<file path="config.mk">
export PLATFORM = sky130hd
export DESIGN_NAME = adj_top
export DESIGN_NICKNAME = d
export VERILOG_FILES = /design/src/logic/adj_pkg.sv /design/src/logic/adj_format.sv /design/src/logic/adj_wake.sv /design/src/logic/adj_top.sv
export SDC_FILE = /design/constraint.sdc
export NUM_CORES = 1
export LEC_CHECK = 0
export ABC_AREA = 1
export BUFFER_PORTS_ARGS = -buffer_cell sky130_fd_sc_hd__buf_2
export CAP_MARGIN = 0
export CORE_MARGIN = 2
export CORE_UTILIZATION = 50
export DETAILED_ROUTE_END_ITERATION = 7
export PLACE_DENSITY_LB_ADDON = 0.08
export SYNTH_ARGS = -nofsm -noshare
export SYNTH_HDL_FRONTEND = slang
export SYNTH_SLANG_ARGS = --single-unit
</file>
<file path="constraint.sdc">
create_clock -name clk -period 1.87 [get_ports clk]
set_input_delay 0.2805 -clock clk [delete_from_list [all_inputs] [get_ports clk]]
set_output_delay 0.2805 -clock clk [all_outputs]
set_load 0.01 [all_outputs]
</file>
<file path="src/logic/adj_pkg.sv">
// package: constants and carrier types for the conversion-done interrupt block
package adj_pkg;
   localparam int unsigned ADDR_W = 8;
   localparam int unsigned DATA_W = 32;
   localparam int unsigned RES_W = 10;
   localparam int unsigned PAIR_W = 16;
   localparam int unsigned PAD_W = PAIR_W - RES_W;

   localparam logic [ADDR_W-1:0] OFS_STATUS = 8'h00;
   localparam logic [ADDR_W-1:0] OFS_ENABLE = 8'h04;
   localparam logic [ADDR_W-1:0] OFS_CLEAR = 8'h08;
   localparam logic [ADDR_W-1:0] OFS_CONTROL = 8'h0C;
   localparam logic [ADDR_W-1:0] OFS_RESULT = 8'h10;

   localparam int unsigned BIT_DONE = 0;
   localparam int unsigned BIT_JUSTIFY = 0;
   localparam int unsigned BIT_GLOBAL = 1;
   localparam int unsigned BIT_PERIPH = 2;
   localparam int unsigned BIT_CLKSRC = 3;

   localparam logic RST_FLAG = 1'b0;
   localparam logic RST_ENABLE = 1'b0;
   localparam logic [3:0] RST_CONTROL = 4'h0;
   localparam logic [RES_W-1:0] RST_RESULT = 10'h000;

   localparam logic [1:0] RESP_OKAY = 2'h0;
   localparam logic [1:0] RESP_SLVERR = 2'h2;

   typedef enum logic [3:0] {
      ADJ_ST_RUN = 4'h1,
      ADJ_ST_SLEEP = 4'h2,
      ADJ_ST_NEXT = 4'h4,
      ADJ_ST_BRANCH = 4'h8
   } adj_wake_e;

   typedef struct packed {
      logic sleep_enter;
      logic instr_done;
   } adj_core_in_s;

   typedef struct packed {
      logic irq;
      logic asleep;
      logic wake;
      logic exec_next;
      logic vector;
      logic resume;
   } adj_core_out_s;

   typedef struct packed {
      logic done;
      logic [RES_W-1:0] result;
   } adj_conv_s;
endpackage : adj_pkg

</file>
<file path="src/logic/adj_format.sv">
// module: registered left or right justification of the conversion result
`timescale 1ns/10ps
`default_nettype none
module adj_format (
   input wire logic clk,
   input wire logic rst_b,
   input wire logic justify_left,
   input wire logic [adj_pkg::RES_W-1:0] raw,
   output logic [adj_pkg::PAIR_W-1:0] pair
);
   logic [adj_pkg::PAIR_W-1:0] pair_ff;
   logic [adj_pkg::PAIR_W-1:0] nxt_pair;

   always_comb begin
      if (justify_left) begin
         nxt_pair = {raw, {adj_pkg::PAD_W{1'b0}}};
      end else begin
         nxt_pair = {{adj_pkg::PAD_W{1'b0}}, raw};
      end
   end

   always_ff @(posedge clk) begin
      if (!rst_b) begin
         pair_ff <= '0;
      end else begin
         pair_ff <= nxt_pair;
      end
   end

   assign pair = pair_ff;
endmodule : adj_format
`default_nettype wire

</file>
<file path="src/logic/adj_wake.sv">
// module: sleep and wake sequencing toward the core
`timescale 1ns/10ps
`default_nettype none
module adj_wake (
   input wire logic clk,
   input wire logic rst_b,
   input wire logic irq,
   input wire logic global_irq_enable,
   input wire logic peripheral_irq_enable,
   input wire adj_pkg::adj_core_in_s core_in,
   output logic asleep,
   output logic wake,
   output logic exec_next,
   output logic vector,
   output logic resume
);
   adj_pkg::adj_wake_e state_ff;
   adj_pkg::adj_wake_e nxt_state;
   logic wake_ff;
   logic vector_ff;
   logic resume_ff;

   always_comb begin
      nxt_state = state_ff;
      unique case (state_ff)
         adj_pkg::ADJ_ST_RUN: begin
            if (core_in.sleep_enter) begin
               nxt_state = adj_pkg::ADJ_ST_SLEEP;
            end
         end
         adj_pkg::ADJ_ST_SLEEP: begin
            if (irq) begin
               nxt_state = adj_pkg::ADJ_ST_NEXT;
            end
         end
         adj_pkg::ADJ_ST_NEXT: begin
            if (core_in.instr_done) begin
               nxt_state = adj_pkg::ADJ_ST_BRANCH;
            end
         end
         adj_pkg::ADJ_ST_BRANCH: begin
            nxt_state = adj_pkg::ADJ_ST_RUN;
         end
         default: begin
            nxt_state = adj_pkg::ADJ_ST_RUN;
         end
      endcase
   end

   always_ff @(posedge clk) begin
      if (!rst_b) begin
         state_ff <= adj_pkg::ADJ_ST_RUN;
      end else begin
         state_ff <= nxt_state;
      end
   end

   always_ff @(posedge clk) begin
      if (!rst_b) begin
         wake_ff <= 1'b0;
         vector_ff <= 1'b0;
         resume_ff <= 1'b0;
      end else begin
         wake_ff <= (state_ff == adj_pkg::ADJ_ST_SLEEP) && irq;
         vector_ff <= (state_ff == adj_pkg::ADJ_ST_BRANCH) && global_irq_enable && peripheral_irq_enable;
         resume_ff <= (state_ff == adj_pkg::ADJ_ST_BRANCH) && !(global_irq_enable && peripheral_irq_enable);
      end
   end

   assign asleep = (state_ff == adj_pkg::ADJ_ST_SLEEP);
   assign exec_next = (state_ff == adj_pkg::ADJ_ST_NEXT);
   assign wake = wake_ff;
   assign vector = vector_ff;
   assign resume = resume_ff;
endmodule : adj_wake
`default_nettype wire

</file>
<file path="src/logic/adj_top.sv">
// module: conversion-done flag, interrupt gating, result format and register slave
//
// Summary of operation
// - flag sets at every accepted conversion end, enable or not
// - interrupt to core only when flag and enable are both set
// - conversions proceed in sleep only with the rc clock source selected
// - interrupt may fire running or asleep; enabled interrupt wakes from sleep
// - after wake the instruction after sleep runs before any vectoring
// - after wake vector if global and peripheral enables set, else resume inline
// - result shown left or right justified per justify select
`timescale 1ns/10ps
`default_nettype none
module adj_top (
   input wire logic clk,
   input wire logic rst_b,
   input wire logic [adj_pkg::ADDR_W-1:0] s_axi_awaddr,
   input wire logic s_axi_awvalid,
   output logic s_axi_awready,
   input wire logic [adj_pkg::DATA_W-1:0] s_axi_wdata,
   input wire logic [3:0] s_axi_wstrb,
   input wire logic s_axi_wvalid,
   output logic s_axi_wready,
   output logic [1:0] s_axi_bresp,
   output logic s_axi_bvalid,
   input wire logic s_axi_bready,
   input wire logic [adj_pkg::ADDR_W-1:0] s_axi_araddr,
   input wire logic s_axi_arvalid,
   output logic s_axi_arready,
   output logic [adj_pkg::DATA_W-1:0] s_axi_rdata,
   output logic [1:0] s_axi_rresp,
   output logic s_axi_rvalid,
   input wire logic s_axi_rready,
   input wire adj_pkg::adj_conv_s conv,
   output logic conv_permit,
   input wire adj_pkg::adj_core_in_s core_in,
   output adj_pkg::adj_core_out_s core_out,
   output logic [adj_pkg::PAIR_W-1:0] result_pair,
   output logic irq
);
   logic aw_held_ff;
   logic [adj_pkg::ADDR_W-1:0] aw_addr_ff;
   logic w_held_ff;
   logic [adj_pkg::DATA_W-1:0] w_data_ff;
   logic [3:0] w_strb_ff;
   logic bvalid_ff;
   logic [1:0] bresp_ff;
   logic rvalid_ff;
   logic [adj_pkg::DATA_W-1:0] rdata_ff;
   logic [1:0] rresp_ff;
   logic flag_ff;
   logic enable_ff;
   logic [3:0] control_ff;
   logic [adj_pkg::RES_W-1:0] raw_ff;
   logic do_write;
   logic wr_lane0;
   logic clear_hit;
   logic conv_event;
   logic irq_int;
   logic asleep;
   logic wake;
   logic exec_next;
   logic vector;
   logic resume;
   logic [adj_pkg::PAIR_W-1:0] pair;

   // one register write through byte lane zero
   function automatic logic lane0_hit(input logic strobe, input logic [adj_pkg::ADDR_W-1:0] addr,
         input logic [adj_pkg::ADDR_W-1:0] ofs);
      return strobe && (addr == ofs);
   endfunction : lane0_hit

   // write address and data taken in either order
   assign s_axi_awready = !aw_held_ff;
   assign s_axi_wready = !w_held_ff;
   assign do_write = aw_held_ff && w_held_ff && !bvalid_ff;
   assign wr_lane0 = do_write && w_strb_ff[0];

   always_ff @(posedge clk) begin
      if (!rst_b) begin
         aw_held_ff <= 1'b0;
         aw_addr_ff <= '0;
      end else if (s_axi_awvalid && s_axi_awready) begin
         aw_held_ff <= 1'b1;
         aw_addr_ff <= s_axi_awaddr;
      end else if (do_write) begin
         aw_held_ff <= 1'b0;
      end
   end

   always_ff @(posedge clk) begin
      if (!rst_b) begin
         w_held_ff <= 1'b0;
         w_data_ff <= '0;
         w_strb_ff <= 4'h0;
      end else if (s_axi_wvalid && s_axi_wready) begin
         w_held_ff <= 1'b1;
         w_data_ff <= s_axi_wdata;
         w_strb_ff <= s_axi_wstrb;
      end else if (do_write) begin
         w_held_ff <= 1'b0;
      end
   end

   always_ff @(posedge clk) begin
      if (!rst_b) begin
         bvalid_ff <= 1'b0;
         bresp_ff <= adj_pkg::RESP_OKAY;
      end else if (do_write) begin
         bvalid_ff <= 1'b1;
         unique case (aw_addr_ff)
            adj_pkg::OFS_ENABLE, adj_pkg::OFS_CLEAR, adj_pkg::OFS_CONTROL: begin
               bresp_ff <= adj_pkg::RESP_OKAY;
            end
            default: begin
               bresp_ff <= adj_pkg::RESP_SLVERR;
            end
         endcase
      end else if (s_axi_bready) begin
         bvalid_ff <= 1'b0;
      end
   end

   assign s_axi_bvalid = bvalid_ff;
   assign s_axi_bresp = bresp_ff;

   // read port
   assign s_axi_arready = !rvalid_ff;

   always_ff @(posedge clk) begin
      if (!rst_b) begin
         rvalid_ff <= 1'b0;
         rdata_ff <= '0;
         rresp_ff <= adj_pkg::RESP_OKAY;
      end else if (s_axi_arvalid && s_axi_arready) begin
         rvalid_ff <= 1'b1;
         rresp_ff <= adj_pkg::RESP_OKAY;
         unique case (s_axi_araddr)
            adj_pkg::OFS_STATUS: begin
               rdata_ff <= {31'h00000000, flag_ff};
            end
            adj_pkg::OFS_ENABLE: begin
               rdata_ff <= {31'h00000000, enable_ff};
            end
            adj_pkg::OFS_CLEAR: begin
               rdata_ff <= '0;
            end
            adj_pkg::OFS_CONTROL: begin
               rdata_ff <= {28'h0000000, control_ff};
            end
            adj_pkg::OFS_RESULT: begin
               rdata_ff <= {16'h0000, pair};
            end
            default: begin
               rdata_ff <= '0;
               rresp_ff <= adj_pkg::RESP_SLVERR;
            end
         endcase
      end else if (s_axi_rready) begin
         rvalid_ff <= 1'b0;
      end
   end

   assign s_axi_rvalid = rvalid_ff;
   assign s_axi_rdata = rdata_ff;
   assign s_axi_rresp = rresp_ff;

   // control and enable registers
   always_ff @(posedge clk) begin
      if (!rst_b) begin
         enable_ff <= adj_pkg::RST_ENABLE;
      end else if (lane0_hit(wr_lane0, aw_addr_ff, adj_pkg::OFS_ENABLE)) begin
         enable_ff <= w_data_ff[adj_pkg::BIT_DONE];
      end
   end

   always_ff @(posedge clk) begin
      if (!rst_b) begin
         control_ff <= adj_pkg::RST_CONTROL;
      end else if (lane0_hit(wr_lane0, aw_addr_ff, adj_pkg::OFS_CONTROL)) begin
         control_ff <= w_data_ff[3:0];
      end
   end

   // conversion end accepted only when the engine may run
   assign conv_permit = !asleep || control_ff[adj_pkg::BIT_CLKSRC];
   assign conv_event = conv.done && conv_permit;

   // sticky done flag, set wins over clear
   assign clear_hit = lane0_hit(wr_lane0, aw_addr_ff, adj_pkg::OFS_CLEAR) && w_data_ff[adj_pkg::BIT_DONE];

   always_ff @(posedge clk) begin
      if (!rst_b) begin
         flag_ff <= adj_pkg::RST_FLAG;
      end else if (conv_event) begin
         flag_ff <= 1'b1;
      end else if (clear_hit) begin
         flag_ff <= 1'b0;
      end
   end

   always_ff @(posedge clk) begin
      if (!rst_b) begin
         raw_ff <= adj_pkg::RST_RESULT;
      end else if (conv_event) begin
         raw_ff <= conv.result;
      end
   end

   assign irq_int = flag_ff && enable_ff;
   assign irq = irq_int;

   adj_format u_format (
      .clk(clk),
      .rst_b(rst_b),
      .justify_left(control_ff[adj_pkg::BIT_JUSTIFY]),
      .raw(raw_ff),
      .pair(pair)
   );

   assign result_pair = pair;

   adj_wake u_wake (
      .clk(clk),
      .rst_b(rst_b),
      .irq(irq_int),
      .global_irq_enable(control_ff[adj_pkg::BIT_GLOBAL]),
      .peripheral_irq_enable(control_ff[adj_pkg::BIT_PERIPH]),
      .core_in(core_in),
      .asleep(asleep),
      .wake(wake),
      .exec_next(exec_next),
      .vector(vector),
      .resume(resume)
   );

   always_comb begin
      core_out.irq = irq_int;
      core_out.asleep = asleep;
      core_out.wake = wake;
      core_out.exec_next = exec_next;
      core_out.vector = vector;
      core_out.resume = resume;
   end
endmodule : adj_top
`default_nettype wire

</file>
==> results.txt <==
r2r worst-path depth: 6
port buffer count: 87
# DRC: 0
post-cts resize count: 0
nets: 541
I/O Pins: 137
grt ovf: 0
Die Wd: 81.3 um
Power Density: 949 mW/mm^2
max-cap violations: 0
switch share: 24.3%
worst reg2reg endpoint: raw_ff[7]
register area share after synthesis: 49.6%
CTS tree: done
total clock sinks: 74
max-slew violation count: 0
postcts setup bufs: 0
Hold Buf Count CTS: 0
Register Area: 0.00148 mm^2
Hold Path Class: in -> reg
GPL Wtd Cong: 0.843
Warnings, synthesis: 0
core area: 0.00585 mm^2
fmax: 600 MHz
Hold Violations, Final: 0
min-delay src: s_axi_wdata[1]
Pleak: 1.75 nW
layout cells sized above 1: 27.0%
final hold slack: 0.166 ns
largest net degree at the start of global routing: 29
Worst Path Arrival: 1.39 ns
Skew-Pair Late Insertion Delay: 0.34 ns
Layout area overhead: 20.2%
Fin Setup TNS: 0 ns
GRT Total Usage: 19.1%
Mapped Area: 0.00299 mm^2
HPWL Detailed: 4390 um
combinational power share: 10.7%
RSZ-0062 raised after global routing: no
Clk pwr share: 39.4%
Post-Synthesis Cells: 385
pre-CTS WS: 0.415 ns
Tmin final: 1.67 ns
FF-to-FF setup slack: 0.43 ns
Starting Density: 51.1%
DRT Pass-1 Iters: 4
via count: 2549
Crit Path Max Fanout: 7
Hold EP: w_data_ff[1]
vias per inst: 4.64
peak supply drop: 595 uV
Layout Skew: 0.00780 ns
startpoint types: flip-flop
maximum clock path buffer count: 2
area of the multi-input gates: 0.00115 mm^2
fin cells: 549
Die H: 81.3 um
CTS buffer count: 9
Die ar.: 0.00661 mm^2
setup slack after layout: 0.203 ns
initial antenna violation count: 0
row count: 28
Setup CP Type: reg -> out
post-synthesis average cell area: 7.76 um^2
Fillers: 533
Net Switching: 0.829 mW
number of library cell types mapped by synthesis: 34
Max H-tree Level: 3
Final ANT Viol Nets: 0
status: complete, no violations
vias in the first global route: 2193
required time of the critical path: 1.59 ns
Detailed Route WL: 6030 um
Sequential Power Share: 49.8%
Tcrit/Tclk final: 89.1%
1st-iter DRT viols: 97
Cell Count Post-Placement: 533
CP endpoint kind: primary output
Clock Pin Slew Worst Setup and Hold Paths: 0.07 ns
Int Power: 2.58 mW
first-pass GRT wire length: 9670 um
Yosys reg bits: 74
Setup-failing EPs final: 0
Root Driver: clkbuf_8
ANT cells: 0
Reg-to-Reg Start: u_wake.state_ff[2]
Final Power: 3.41 mW
Hold Crit Depth: 3
drt wl/cell: 11.0 um
-- layout make-up --
class / count / share of cell area, %
multi-input cells: 247 / 32.1
inverters: 44 / 4.60
well taps: 75 / 2.61
clock inverters: 5 / 2.16
repair buffers: 93 / 13.4
clock buffers: 11 / 3.94
flip-flops and latches: 74 / 41.2
-- cell families (layout without fill, tap and decap cells) --
logic type,count (synthesis),in the layout,share of synthesized area [%]
AOI/OAI and AO/OA,89,89,16.8
buffers and inverters,81,153,14.0
DFF,74,74,49.6
other,1,18,0.126
and+or+nand+nor,140,140,19.6
-- layout by cell type (no fill, tap or decap) --
master      Yosys  routed
buf_2           4      87
dfxtp_1        74      74
nand2_1        57      57
nor2_1         56      56
inv_1          42      42
o21ai_0        31      31
a21oi_1        30      30
conb_1          1      18
clkbuf_8        0      10
nand3_1         9       9
a21oi_2         9       9
o21ai_1         8       8
nor3_1          7       7
buf_4          24       6
o22ai_1         4       4
nor2_2          3       3
nand2_2         2       2
a31oi_1         2       2
bufinv_16       0       2
clkinv_2        0       2
nand3_2         1       1
or2_4           1       1
inv_2           1       1
clkinv_1        1       1
o31ai_1         1       1
o21a_1          1       1
nand4_1         1       1
nand2_4         1       1
or2_2           1       1
nor4_1          1       1
o21ai_2         1       1
a211oi_1        1       1
o211ai_1        1       1
clkinvlp_4      0       1
clkbuf_1        6       1
-- synth_stat cells --
cell type | count | area [um^2]
o22ai_1 | 4 | 25.0
o21ai_0 | 31 | 155
buf_1 | 1 | 3.75
nand2_1 | 57 | 214
o21a_1 | 1 | 7.51
or2_4 | 1 | 8.76
a21oi_2 | 9 | 78.8
or2_2 | 1 | 6.26
nand2_2 | 2 | 12.5
nor4_1 | 1 | 6.26
buf_8 | 1 | 15.0
nand3_2 | 1 | 10.0
o211ai_1 | 1 | 7.51
nor3_1 | 7 | 35.0
a31oi_1 | 2 | 12.5
o31ai_1 | 1 | 7.51
o21ai_1 | 8 | 40.0
nand2_4 | 1 | 11.3
dfxtp_1 | 74 | 1480
nor2_1 | 56 | 210
buf_2 | 4 | 20.0
nor2_2 | 3 | 18.8
o21ai_2 | 1 | 8.76
clkinv_1 | 1 | 3.75
nand3_1 | 9 | 45.0
inv_2 | 1 | 3.75
clkbuf_1 | 6 | 22.5
nand4_1 | 1 | 6.26
a211oi_1 | 1 | 7.51
buf_4 | 24 | 180
buf_6 | 1 | 11.3
a21oi_1 | 30 | 150
conb_1 | 1 | 3.75
inv_1 | 42 | 158
-- layer usage --
layer	part of all wire (%)	vias to the layer above	global-route usage (%)
met5	0	-	0
met4	0.45	0	6.95
met3	7.1	2	6.78
met2	44	82	29.4
met1	49	1107	24.5
li1	-	1358	-
-- metrics by stage --
stage	util, %	instance area [um^2]
3_3_place_gp	57.7	3370
3_5_place_dp	57.7	3370
2_1_floorplan	-	3050
5_1_grt	61.4	3590
6_report	61.4	3590
4_1_cts	61.4	3590
-- worst max path at each step --
stage	to	from	slack (ns)	cells past startpoint
after global placement	raw_ff[2]	u_wake.state_ff[2]	0.45	6
after global routing	conv_permit	u_wake.state_ff[3]	0.13	4
final	conv_permit	u_wake.state_ff[2]	0.20	4
after floorplan	flag_ff	u_wake.state_ff[2]	0.64	6
after CTS	conv_permit	u_wake.state_ff[2]	0.18	4
after detailed placement	s_axi_rdata[15]	s_axi_araddr[1]	0.42	9
-- power by group through the flow --
| stage | logic [mW] | clock network, mW | registers, mW |
|---|---|---|---|
| 3_3_place_gp | 0.362 | 0 | 1.73 |
| 6_report | 0.366 | 1.34 | 1.70 |
| 2_1_floorplan | 0.256 | 0 | 1.75 |
| 5_1_grt | 0.419 | 1.45 | 1.71 |
| 4_1_cts | 0.369 | 1.37 | 1.70 |
| 3_5_place_dp | 0.367 | 0 | 1.74 |
-- critical path, stage by stage (launching register included) --
cell and delay, ns:
dfxtp_1 0.32, nor2_2 0.13, nand3_2 0.16, or2_4 0.29, buf_2 0.15
-- state kept, by name (all words and copies together) (netlist names), 4 cells and up --
register,count
s_axi_rdata,16
aw_addr_ff,8
u_wake.state_ff,4
u_format.pair,16
raw_ff,10
w_data_ff,4
control_ff,4
Power figures use the tool's default switching activity.
